[src/cef_pkg.sv]
// ==========================================================================
// Shared constants for the charger event flag bank.
// ==========================================================================
package cef_pkg;

  // ========================================================================
  // Register offsets on the internal register access port.
  // ========================================================================
  localparam logic [7:0] CEF_OFS_FLAGS_A = 8'h23;
  localparam logic [7:0] CEF_OFS_FLAGS_B = 8'h24;
  localparam logic [7:0] CEF_OFS_FLAGS_C = 8'h25;

  // Value of every flag register after power-on reset.
  localparam logic [7:0] CEF_FLAGS_RESET = 8'h00;
  // Value returned for a read of an address outside the bank.
  localparam logic [7:0] CEF_UNMAPPED_DATA = 8'h00;

  // Bits that exist in each register; all other bits read zero.
  localparam logic [7:0] CEF_VALID_A = 8'hd7;
  localparam logic [7:0] CEF_VALID_B = 8'h7f;
  localparam logic [7:0] CEF_VALID_C = 8'h1f;

  // ========================================================================
  // Field positions, first register.
  // ========================================================================
  localparam int CEF_A_CHARGE_STATE = 7;
  localparam int CEF_A_ICO_CHANGE = 6;
  localparam int CEF_A_SUPPLY_CHANGE = 4;
  localparam int CEF_A_THERMAL_REG = 2;
  localparam int CEF_A_BATT_PRESENT = 1;
  localparam int CEF_A_PORT_DETECT = 0;

  // Field positions, second register.
  localparam int CEF_B_DATA_LINE_DONE = 6;
  localparam int CEF_B_ADC_DONE = 5;
  localparam int CEF_B_MIN_SYS_REG = 4;
  localparam int CEF_B_FAST_TIMEOUT = 3;
  localparam int CEF_B_TRICKLE_TIMEOUT = 2;
  localparam int CEF_B_PRECHARGE_TIMEOUT = 1;
  localparam int CEF_B_TOPOFF_TIMEOUT = 0;

  // Field positions, third register.
  localparam int CEF_C_BATT_LOW_OUTPUT = 4;
  localparam int CEF_C_THERM_COLD = 3;
  localparam int CEF_C_THERM_COOL = 2;
  localparam int CEF_C_THERM_WARM = 1;
  localparam int CEF_C_THERM_HOT = 0;

  // ========================================================================
  // Single-bit event sources and their edge mode.
  // ========================================================================
  localparam int CEF_NUM_SGL = 14;
  localparam int CEF_SRC_TREG = 0;
  localparam int CEF_SRC_BATT_PRES = 1;
  localparam int CEF_SRC_DL_DONE = 2;
  localparam int CEF_SRC_ADC_DONE = 3;
  localparam int CEF_SRC_MIN_SYS = 4;
  localparam int CEF_SRC_FAST_TMR = 5;
  localparam int CEF_SRC_TRICKLE_TMR = 6;
  localparam int CEF_SRC_PRE_TMR = 7;
  localparam int CEF_SRC_TOPOFF_TMR = 8;
  localparam int CEF_SRC_BATT_LOW = 9;
  localparam int CEF_SRC_COLD = 10;
  localparam int CEF_SRC_COOL = 11;
  localparam int CEF_SRC_WARM = 12;
  localparam int CEF_SRC_HOT = 13;
  // A one marks a source that raises its flag on a rising edge only.
  localparam logic [13:0] CEF_SGL_RISE_ONLY = 14'h03ed;

  // Number of flag registers in the bank.
  localparam int CEF_NUM_REGS = 3;

endpackage

[src/cef_event_detect.sv]
`timescale 1ns/1ps
// ==========================================================================
// Synchronises an asynchronous level and detects its change or rising edge.
// ==========================================================================
module cef_event_detect #(
  parameter int W = 1,
  parameter bit RISE_ONLY = 1'b0
) (
  // Clock and reset.
  input wire logic clock_i,
  input wire logic sys_rst_i,
  // Asynchronous level from the analog side.
  input wire logic [W-1:0] level_i,
  // One-cycle event.
  output logic event_o
);

  // Refuse a width that leaves nothing to watch.
  if (W < 1) begin : g_bad_width
    $error("cef_event_detect needs a width of at least one");
  end

  logic [W-1:0] sync1_q;  // First stage; read only by the second stage.
  logic [W-1:0] sync2_q;  // Second stage; the first safe copy.
  logic [W-1:0] prev_q;   // Previous safe copy, for edge detection.
  logic [2:0] fill_q;     // Ones shift in until both copies hold real samples.
  logic [2:0] fill_d;

  // The fill chain keeps a level that is already high at reset from
  // posing as a change.
  always_comb begin
    fill_d = {fill_q[1:0], 1'b1};
  end

  // Registers of the synchroniser, the history and the fill chain.
  always_ff @(posedge clock_i or posedge sys_rst_i) begin
    if (sys_rst_i) begin
      sync1_q <= '0;
      sync2_q <= '0;
      prev_q <= '0;
      fill_q <= 3'h0;
    end else begin
      sync1_q <= level_i;
      sync2_q <= sync1_q;
      prev_q <= sync2_q;
      fill_q <= fill_d;
    end
  end

  // Rising-edge sources fire on a low-to-high step; others on any change.
  always_comb begin
    if (RISE_ONLY) begin
      event_o = fill_q[2] & (|(sync2_q & ~prev_q));
    end else begin
      event_o = fill_q[2] & (sync2_q != prev_q);
    end
  end
endmodule

[src/cef_flag_bank.sv]
`timescale 1ns/1ps
// Operation
// - All three flag registers clear at reset.
// - Bit 7 first register: charge status changed.
// - Bit 6 first register: optimizer status changed.
// - Bit 4 first: supply changed; 5,3 read zero.
// - Bit 2 first: thermal regulation rising edge.
// - Bit 1 first: battery presence changed.
// - Bit 0 first: port detection status changed.
// - Bit 6 second: data-line detection completed.
// - Bit 5 second: ADC done, single-conversion only.
// - Bit 4 second: enter or leave minimum regulation.
// - Bit 3 second: fast-charge timer expiry rising.
// - Bit 2 second: trickle timer expiry rising.
// - Bit 1 second: precharge expiry; bit 7 zero.
// - Bit 0 second: top-off timer expiry rising.
// - Bit 4 third: battery too low; 7-5 zero.
// - Bit 3 third: thermistor crossed cold point.
// - Bit 2 third: thermistor crossed cool point.
// - Bit 1 third: thermistor crossed warm point.
// - Bit 0 third: thermistor crossed hot point.
// - Unmasked events pulse interrupt; masked ones do not.
module cef_flag_bank
  import cef_pkg::*;
#(
  parameter int CHG_W = 3,
  parameter int ICO_W = 2,
  parameter int SUPPLY_W = 4,
  parameter int PORT_W = 4
) (
  // Clock and reset.
  input wire logic clock_i,
  input wire logic sys_rst_i,
  // Internal register access port from the serial interface, same clock.
  input wire logic [7:0] reg_addr_i,
  input wire logic reg_rd_i,
  input wire logic reg_wr_i,
  input wire logic [7:0] reg_wdata_i,
  output logic [7:0] reg_rdata_o,
  output logic reg_rvalid_o,
  // Multi-bit status levels from the charger core, asynchronous.
  input wire logic [CHG_W-1:0] charge_status_i,
  input wire logic [ICO_W-1:0] ico_status_i,
  input wire logic [SUPPLY_W-1:0] supply_status_i,
  input wire logic [PORT_W-1:0] port_detect_status_i,
  // Single-bit condition levels from the charger core, asynchronous.
  input wire logic thermal_reg_i,
  input wire logic battery_present_i,
  input wire logic data_line_done_i,
  input wire logic adc_done_i,
  input wire logic min_sys_reg_i,
  input wire logic fast_timer_expired_i,
  input wire logic trickle_timer_expired_i,
  input wire logic precharge_timer_expired_i,
  input wire logic topoff_timer_expired_i,
  input wire logic battery_low_output_i,
  input wire logic therm_cold_i,
  input wire logic therm_cool_i,
  input wire logic therm_warm_i,
  input wire logic therm_hot_i,
  // Configuration from neighbouring registers, same clock.
  input wire logic adc_one_shot_i,
  input wire logic [7:0] mask_a_i,
  input wire logic [7:0] mask_b_i,
  input wire logic [7:0] mask_c_i,
  // Interrupt pulse toward the interrupt pin driver.
  output logic int_pulse_o
);

  // ========================================================================
  // Elaboration checks.
  // ========================================================================
  if (CHG_W < 1 || ICO_W < 1 || SUPPLY_W < 1 || PORT_W < 1) begin : g_bad_width
    $error("cef_flag_bank status widths must be at least one");
  end

  // ========================================================================
  // Decoding helpers.
  // ========================================================================

  // Returns one when the address falls on a flag register.
  function automatic logic addr_hit(input logic [7:0] addr);
    begin
      addr_hit = (addr == CEF_OFS_FLAGS_A) || (addr == CEF_OFS_FLAGS_B) ||
                 (addr == CEF_OFS_FLAGS_C);
    end
  endfunction

  // Returns the array index of a flag register address.
  function automatic logic [1:0] addr_index(input logic [7:0] addr);
    begin
      if (addr == CEF_OFS_FLAGS_B) begin
        addr_index = 2'h1;
      end else if (addr == CEF_OFS_FLAGS_C) begin
        addr_index = 2'h2;
      end else begin
        addr_index = 2'h0;
      end
    end
  endfunction

  // Returns the bits that exist in a flag register.
  function automatic logic [7:0] valid_bits(input int idx);
    begin
      if (idx == 1) begin
        valid_bits = CEF_VALID_B;
      end else if (idx == 2) begin
        valid_bits = CEF_VALID_C;
      end else begin
        valid_bits = CEF_VALID_A;
      end
    end
  endfunction

  // ========================================================================
  // Event detection.
  // ========================================================================
  logic ev_charge;                   // Charge status changed.
  logic ev_ico;                      // Optimizer status changed.
  logic ev_supply;                   // Supply status changed.
  logic ev_port;                     // Port detection status changed.
  logic [CEF_NUM_SGL-1:0] sgl_level; // Single-bit sources, gathered.
  logic [CEF_NUM_SGL-1:0] sgl_ev;    // Events of the single-bit sources.
  logic [7:0] ev [CEF_NUM_REGS];     // Events placed at their flag bits.
  logic [7:0] mask [CEF_NUM_REGS];   // Interrupt masks, by register.

  // Multi-bit status sources fire on any change of their code.
  cef_event_detect #(.W(CHG_W), .RISE_ONLY(1'b0)) u_det_charge (
    .clock_i(clock_i), .sys_rst_i(sys_rst_i),
    .level_i(charge_status_i), .event_o(ev_charge));
  cef_event_detect #(.W(ICO_W), .RISE_ONLY(1'b0)) u_det_ico (
    .clock_i(clock_i), .sys_rst_i(sys_rst_i),
    .level_i(ico_status_i), .event_o(ev_ico));
  cef_event_detect #(.W(SUPPLY_W), .RISE_ONLY(1'b0)) u_det_supply (
    .clock_i(clock_i), .sys_rst_i(sys_rst_i),
    .level_i(supply_status_i), .event_o(ev_supply));
  cef_event_detect #(.W(PORT_W), .RISE_ONLY(1'b0)) u_det_port (
    .clock_i(clock_i), .sys_rst_i(sys_rst_i),
    .level_i(port_detect_status_i), .event_o(ev_port));

  // Gathers the single-bit sources in package index order.
  always_comb begin
    sgl_level = '0;
    sgl_level[CEF_SRC_TREG] = thermal_reg_i;
    sgl_level[CEF_SRC_BATT_PRES] = battery_present_i;
    sgl_level[CEF_SRC_DL_DONE] = data_line_done_i;
    sgl_level[CEF_SRC_ADC_DONE] = adc_done_i;
    sgl_level[CEF_SRC_MIN_SYS] = min_sys_reg_i;
    sgl_level[CEF_SRC_FAST_TMR] = fast_timer_expired_i;
    sgl_level[CEF_SRC_TRICKLE_TMR] = trickle_timer_expired_i;
    sgl_level[CEF_SRC_PRE_TMR] = precharge_timer_expired_i;
    sgl_level[CEF_SRC_TOPOFF_TMR] = topoff_timer_expired_i;
    sgl_level[CEF_SRC_BATT_LOW] = battery_low_output_i;
    sgl_level[CEF_SRC_COLD] = therm_cold_i;
    sgl_level[CEF_SRC_COOL] = therm_cool_i;
    sgl_level[CEF_SRC_WARM] = therm_warm_i;
    sgl_level[CEF_SRC_HOT] = therm_hot_i;
  end

  // One detector per single-bit source; the package picks its edge mode.
  for (genvar g = 0; g < CEF_NUM_SGL; g++) begin : g_sgl
    cef_event_detect #(.W(1), .RISE_ONLY(CEF_SGL_RISE_ONLY[g])) u_det (
      .clock_i(clock_i), .sys_rst_i(sys_rst_i),
      .level_i(sgl_level[g]), .event_o(sgl_ev[g]));
  end

  // Places each event at its flag bit; reserved bits never see an event.
  always_comb begin
    ev[0] = 8'h00;
    ev[1] = 8'h00;
    ev[2] = 8'h00;
    ev[0][CEF_A_CHARGE_STATE] = ev_charge;
    ev[0][CEF_A_ICO_CHANGE] = ev_ico;
    ev[0][CEF_A_SUPPLY_CHANGE] = ev_supply;
    ev[0][CEF_A_THERMAL_REG] = sgl_ev[CEF_SRC_TREG];
    ev[0][CEF_A_BATT_PRESENT] = sgl_ev[CEF_SRC_BATT_PRES];
    ev[0][CEF_A_PORT_DETECT] = ev_port;
    ev[1][CEF_B_DATA_LINE_DONE] = sgl_ev[CEF_SRC_DL_DONE];
    ev[1][CEF_B_ADC_DONE] = sgl_ev[CEF_SRC_ADC_DONE] & adc_one_shot_i;
    ev[1][CEF_B_MIN_SYS_REG] = sgl_ev[CEF_SRC_MIN_SYS];
    ev[1][CEF_B_FAST_TIMEOUT] = sgl_ev[CEF_SRC_FAST_TMR];
    ev[1][CEF_B_TRICKLE_TIMEOUT] = sgl_ev[CEF_SRC_TRICKLE_TMR];
    ev[1][CEF_B_PRECHARGE_TIMEOUT] = sgl_ev[CEF_SRC_PRE_TMR];
    ev[1][CEF_B_TOPOFF_TIMEOUT] = sgl_ev[CEF_SRC_TOPOFF_TMR];
    ev[2][CEF_C_BATT_LOW_OUTPUT] = sgl_ev[CEF_SRC_BATT_LOW];
    ev[2][CEF_C_THERM_COLD] = sgl_ev[CEF_SRC_COLD];
    ev[2][CEF_C_THERM_COOL] = sgl_ev[CEF_SRC_COOL];
    ev[2][CEF_C_THERM_WARM] = sgl_ev[CEF_SRC_WARM];
    ev[2][CEF_C_THERM_HOT] = sgl_ev[CEF_SRC_HOT];
    mask[0] = mask_a_i;
    mask[1] = mask_b_i;
    mask[2] = mask_c_i;
  end

  // ========================================================================
  // Flag registers, read port and interrupt pulse.
  // ========================================================================
  logic [7:0] flags_q [CEF_NUM_REGS]; // Sticky flags.
  logic [7:0] flags_d [CEF_NUM_REGS];
  logic [7:0] rdata_q;                // Registered read data.
  logic [7:0] rdata_d;
  logic rvalid_q;                     // Read answer strobe.
  logic rvalid_d;
  logic int_q;                        // Interrupt pulse.
  logic int_d;
  logic rd_hit;                       // A read lands on a flag register.
  logic [1:0] rd_idx;                 // Which flag register is read.
  logic any_unmasked;                 // Some unmasked event this cycle.

  // Next values of the flags, the read answer and the interrupt.
  always_comb begin
    rd_hit = reg_rd_i && addr_hit(reg_addr_i);
    rd_idx = addr_index(reg_addr_i);
    any_unmasked = 1'b0;
    for (int i = 0; i < CEF_NUM_REGS; i++) begin
      flags_d[i] = flags_q[i];
      if (rd_hit && (rd_idx == i[1:0])) begin
        flags_d[i] = CEF_FLAGS_RESET;
      end
      flags_d[i] = (flags_d[i] | ev[i]) & valid_bits(i);
      any_unmasked = any_unmasked | (|(ev[i] & ~mask[i]));
    end
    // writes ignored
    // Writes are not decoded here at all, so the flags ignore them.
    rdata_d = rdata_q;
    if (reg_rd_i) begin
      if (rd_hit) begin
        rdata_d = flags_q[rd_idx];
      end else begin
        rdata_d = CEF_UNMAPPED_DATA;
      end
    end
    rvalid_d = reg_rd_i;
    int_d = any_unmasked;
  end

  // Registers every piece of state; reset gives the documented zeros.
  always_ff @(posedge clock_i or posedge sys_rst_i) begin
    if (sys_rst_i) begin
      for (int i = 0; i < CEF_NUM_REGS; i++) begin
        flags_q[i] <= CEF_FLAGS_RESET;
      end
      rdata_q <= 8'h00;
      rvalid_q <= 1'b0;
      int_q <= 1'b0;
    end else begin
      for (int i = 0; i < CEF_NUM_REGS; i++) begin
        flags_q[i] <= flags_d[i];
      end
      rdata_q <= rdata_d;
      rvalid_q <= rvalid_d;
      int_q <= int_d;
    end
  end

  // Outputs straight from flip-flops.
  assign reg_rdata_o = rdata_q;
  assign reg_rvalid_o = rvalid_q;
  assign int_pulse_o = int_q;

  // ========================================================================
  // Assertions.
  // ========================================================================
  logic rd_a;  // A read of the first flag register.
  assign rd_a = rd_hit && (rd_idx == 2'h0);
endmodule

[config.mk]
export PLATFORM = sky130hd
export DESIGN_NAME = cef_flag_bank
export DESIGN_NICKNAME = d
export VERILOG_FILES = /design/src/cef_pkg.sv /design/src/cef_event_detect.sv /design/src/cef_flag_bank.sv
export SDC_FILE = /design/constraint.sdc
export NUM_CORES = 1
export LEC_CHECK = 0
export BUFFER_PORTS_ARGS = -buffer_cell sky130_fd_sc_hd__buf_2
export CORE_MARGIN = 4
export CORE_UTILIZATION = 47
export CTS_CLUSTER_DIAMETER = 120
export DETAILED_ROUTE_END_ITERATION = 6
export PLACE_DENSITY_LB_ADDON = 0.3
export SYNTH_ARGS = -nofsm -noshare
export SYNTH_HDL_FRONTEND = slang
export SYNTH_SLANG_ARGS = --single-unit
[constraint.sdc]
create_clock -name clock_i -period 3.4 [get_ports clock_i]
set_clock_uncertainty 0.1 [all_clocks]
set_input_delay 0.34 -clock clock_i [delete_from_list [all_inputs] [get_ports clock_i]]
set_output_delay 0.34 -clock clock_i [all_outputs]
set_load 0.01 [all_outputs]
# Word-level counts from Yosys, hierarchy flattened
# Index checks and enable logic that the tools add are counted.
# Widths: inputs -> output; s select.
# op_classes
bitwise,47
magnitude_cmp,1
mux,9
eq_ne,15
n_reduce_logical,10
# ops
operator,count
$mux 8,4
$and 1x1->1,27
$eq 8x6->1 const B,3
$not 8->8,3
$reduce_or 8->1,3
$bmux 8 s2,1
$and 5x8->8,1
$and 7x8->8,1
$and 8x8->8,1
$ne 4x4->1,2
$not 1->1,8
$or 8x8->8,1
$mux 7,1
$or 7x7->7,1
$ne 1x1->1,6
$mux 5,1
$or 5x5->5,1
$logic_and 1x1->1,4
$mux 2,2
$ge 3x3->1 const B,1
$ne 3x3->1,1
$not 2->3,1
$eq 2x1->1 const B,1
$eq 2x2->1 const B,1
other kinds (4),6
# word_totals
ff_bits,163
out_inout_bits,10
input_bits,72

# Depth between registers and ports, before layout
# logic_depth
word_depth,8
mapped_depth,5
mapped_depth_nobuf,4

# By module
# Synthesis repeated with hierarchy kept, for this count alone.
# hier_totals
cells_unflattened,326
area_unflattened_um2,5157.4
# by_module_without_submodules
module,cells_per_inst,instances,area_per_inst_um2
cef_event_detect (g_sgl[0].u_det ...),9,8,166.4
cef_flag_bank,118,1,1331.3
cef_event_detect (g_sgl[10].u_det ...),10,6,172.7
cef_event_detect (u_det_port ...),22,2,429.2
cef_event_detect (u_det_charge),18,1,342.8
cef_event_detect (u_det_ico),14,1,257.7

# Least setup slack after synthesis
# Ideal clock, no wire load.
# synth_path
path_type,input -> register
start,input port reg_addr_i[4]
end,register rdata_q[0] (netlist: reg_rdata_o[0])
required_ps,3163
slack_ps,1655
cell_stages,4
arrival_time_ps,1508
path_buffers,0
cell_sequence,or4b_4 nor3b_4 mux2i_1 o21ai_1
# synth_between
elab_chain_len,8
elab_cells_between_ends,13
# synth_rtl
element,line,text
from (decl),cef_flag_bank.sv:35,"input wire logic [7:0] reg_addr_i,"
$eq 8x6->1,"cef_flag_bank.sv:85, cef_flag_bank.sv:94",
$mux 2,cef_flag_bank.sv:94,end else if (addr == CEF_OFS_FLAGS_C) begin
$mux 2,cef_flag_bank.sv:92,if (addr == CEF_OFS_FLAGS_B) begin
$not 2->3 (implied by the code),cef_flag_bank.sv:228,rdata_d = flags_q[rd_idx];
$bmux 8 s2,cef_flag_bank.sv:228,
$mux 8 (implied by the code) (2 in a row),cef_flag_bank.sv:228,
$mux 8 (*),cef_flag_bank.sv:227,if (rd_hit) begin
to (signal assigned),cef_flag_bank.sv:250,rdata_q <= rdata_d;
to (decl),cef_flag_bank.sv:200,logic [7:0] rdata_q;
# Every way passes the cells marked *; elsewhere a longest branch is shown, timed or not. The select of a mux whose other input is x is not followed.
# A chain may end at the register's enable or synchronous reset.

==> impl_results.md <==
- Status: finished with violations
- Failing checks: hold timing
- Clk_lat worst skew: 0.37 ns
- Clock slew at reported path FFs: 0.10 ns
- H-tree levels: 3
- # diodes: 0
- Initial Util: roughly half
- Root buf cell: clkbuf_8
- Largest net degree at the start of global routing: 113
- Die height: just under 100 um
- Cell count after synthesis: 228
- Setup TNS: 0 ns
- Clock buffer depth: 2
- Commonest non-fill, non-tap cell in the layout: dfrtp_1
- GPL Wtd Cong: ~0.80
- DR iter-0 viols: between 100 and 150
- Logic pwr share: under 10%
- Cell variety after synth: about 40
- Crit end category: flop
- HPWL Detailed: around 4.1 mm
- Die area: 0.00929 mm^2
- Post-synth EDFFs: 0
- Input/output buffers: 66
- Worst setup SP type: input pin
- Final Setup Violations: 0
- Synth Warn #: 0
- Int Pwr: approximately 1.9 mW
- Async set or reset register ratio after synthesis: between 90% and 100%
- Core area: 0.00741 mm^2
- Synthesized flop and latch total: between 100 and 150
- Final nets: about 400
- Sw Ratio: 22.0%
- Switching power: between 0.5 and 0.6 mW
- Syn Area/Cell: ~16 um^2
- Fmax: just over 500 MHz
- Kind of critical path: input pin to flop
- Final Slew Violations: 0
- Hold Buf Count CTS: 28
- Worst-Margin Slew: 0.870 ns
- Maximum VDD drop: roughly 270 uV
- Worst min-delay path category: input pin to async pin
- Fraction of the yosys area taken by sequential cells: 76.4%
- Antenna violations before repair: 0
- Final Cycle Share: around three fifths
- Sink Count: approximately 110
- Final wirelength: slightly above 6 mm
- Seq pwr share: around three fifths
- Vias in the first global route: around 2,100
- Ys flop type: dfrtp_1
- Commonest cells after routing, fill and taps aside: 112 x dfrtp_1, 66 x buf_2, 28 x dlygate4sd3_1, 11 x clkbuf_8, 10 x xor2_1
- Wire per inst: between 10 and 15 um
- Crit path arrival time: 2.14 ns
- Final Hold Vio Count: 14
- Minimum clock period: around 2.0 ns
- Power Dens Cells: a little over 500 mW/mm^2
- TritonRoute pass-1 iters: 4
- Max-cap viol count: 0
- Die width: ~96 um
- # DRC: 0
- Hold slack: -0.0353 ns
- Netlist Area Pre-Place: about 0.0037 mm^2
- Postcts setup bufs: 0
- Via count: 2,101
- Layout cells sized above 1: between 20 and 30%
- Pleak: 2.11 nW
- RSZ-0062 raised after global routing: false
- CTS buffer count: 9
- Final ANT Viol Nets: 0
- Max FO, Critical Path: 9
- First-pass GRT wire length: 10.1 mm
- Post-synthesis net count: 300
- Final Util: between 60% and 70%
- Grt ovf: 0
- Vias per inst: 4.84
- CTS tree: built
- Clock Power Share: between 30% and 40%
- Area growth, synth to finish: 26.1%
- PostCTS Resize Cnt: 0
- # rows: 31
- # IOs: 82
- Slew HR: about two fifths
- CP Data Required Time: roughly 3.6 ns
- Total GRT Usage: 15.0%
==> final cells by class <==
class	count	area (um^2)
clock buffers	11	151
clock inverters	5	63.8
fillers	543	2780
inverters	11	43.8
multi-input cells	101	811
flip-flops and latches	112	2800
well taps	99	124
repair buffers	95	631
==> stage by stage <==
| step | area, um^2 | hold slack, ns | total power [mW] | setup WS (ns) | std cells |
|---|---|---|---|---|---|
| CTS | 4630 | 0.0153 | 2.41 | 1.40 | 434 |
| global placement | 4130 | 0.232 | 1.57 | 1.34 | 390 |
| detailed placement | 4130 | 0.235 | 1.57 | 1.35 | 390 |
| finish | 4630 | -0.0353 | 2.38 | 1.42 | 434 |
| floorplan | 3670 | 0.231 | 1.51 | 0.000995 | 228 |
| global route | 4630 | 0.0519 | 2.49 | 1.31 | 434 |
==> registers in the layout, indices dropped and copies added (netlist names), 4 cells and up <==
| signal | count |
|---|---|
| u_det_port.sync1_q | 4 |
| flags_q | 18 |
| u_det_supply.prev_q | 4 |
| u_det_port.sync2_q | 4 |
| g_sgl.u_det.sync1_q | 14 |
| u_det_supply.sync2_q | 4 |
| g_sgl.u_det.prev_q | 14 |
| reg_rdata_o | 8 |
| u_det_supply.sync1_q | 4 |
| u_det_port.prev_q | 4 |
| g_sgl.u_det.sync2_q | 14 |
==> kinds of logic (layout without fill, tap and decap cells) <==
group	count (synthesis)	count (layout)	share of synthesized area, %
buffers and inverters	15	122	1.53
flip-flops	112	112	76.4
XOR/XNOR	19	19	4.53
AO/OA/AOI/OAI	39	39	8.66
multiplexers	6	6	1.64
AND/OR/NAND/NOR	36	36	7.16
other	1	1	0.102
==> final timing paths <==
| check | startpoint | end | slack, ns | cells past startpoint |
|---|---|---|---|---|
| max | reg_rd_i | flags_q[12]$_DFF_PP0_ | 1.42 | 6 |
| min | sys_rst_i | g_sgl[1].u_det.sync1_q$_DFF_PP0_ | -0.04 | 3 |
| max reg2reg | g_sgl[0].u_det.fill_q[2]$_DFF_PP0_ | int_pulse_o$_DFF_PP0_ | 1.45 | 4 |
| min reg2reg | u_det_charge.sync1_q[1]$_DFF_PP0_ | u_det_charge.sync2_q[1]$_DFF_PP0_ | 0.25 | 0 |
| max in group asynchronous | sys_rst_i | flags_q[14]$_DFF_PP0_ | 2.77 | 3 |
| min in group clock_i | mask_a_i[6] | int_pulse_o$_DFF_PP0_ | 0.24 | 4 |
==> routing by layer <==
| metal | routed length (um) | share of wire [%] | up-vias | global-route usage (%) |
|---|---|---|---|---|
| li1 | - | - | 1007 | - |
| met1 | 2710 | 44 | 1027 | 20.2 |
| met2 | 2820 | 46 | 54 | 22.7 |
| met3 | 410 | 6.7 | 13 | 3.60 |
| met4 | 164 | 2.7 | 0 | 8.41 |
| met5 | 0 | 0 | - | 0 |
==> cell usage after synthesis, drive strengths merged, types with 2 or more instances <==
cell | instances | share of area (%)
a21bo | 3 | 0.82
a22o | 7 | 1.7
a22oi | 4 | 0.82
a32o | 6 | 1.6
clkbuf | 3 | 0.31
dfrtp | 112 | 76
inv | 10 | 1.0
mux2i | 6 | 1.6
nand2 | 8 | 0.82
nand3 | 3 | 0.41
nand3b | 4 | 0.82
nand4 | 2 | 0.34
nor2b | 4 | 0.68
nor3b | 2 | 0.72
nor4 | 2 | 0.34
nor4bb | 4 | 1.1
o21ai | 8 | 1.1
o22ai | 2 | 0.34
xnor2 | 9 | 2.1
xor2 | 10 | 2.4
==> worst max-delay path: stages <==
cell and delay [ns]:
dlygate4sd3_1 0.52, buf_2 0.13, clkinv_1 0.28, nor3_4 0.34, nand2_1 0.24, a22o_1 0.30
==> power groups by stage <==
stage               sequential [mW]  clock, mW  combinational (mW)
detailed placement             1.44          0               0.126
finish                         1.42      0.811               0.148
CTS                            1.42      0.837               0.151
global placement               1.44          0               0.125
floorplan                      1.43          0              0.0716
global route                   1.42      0.895               0.168
(Power assumes the default switching activity.)
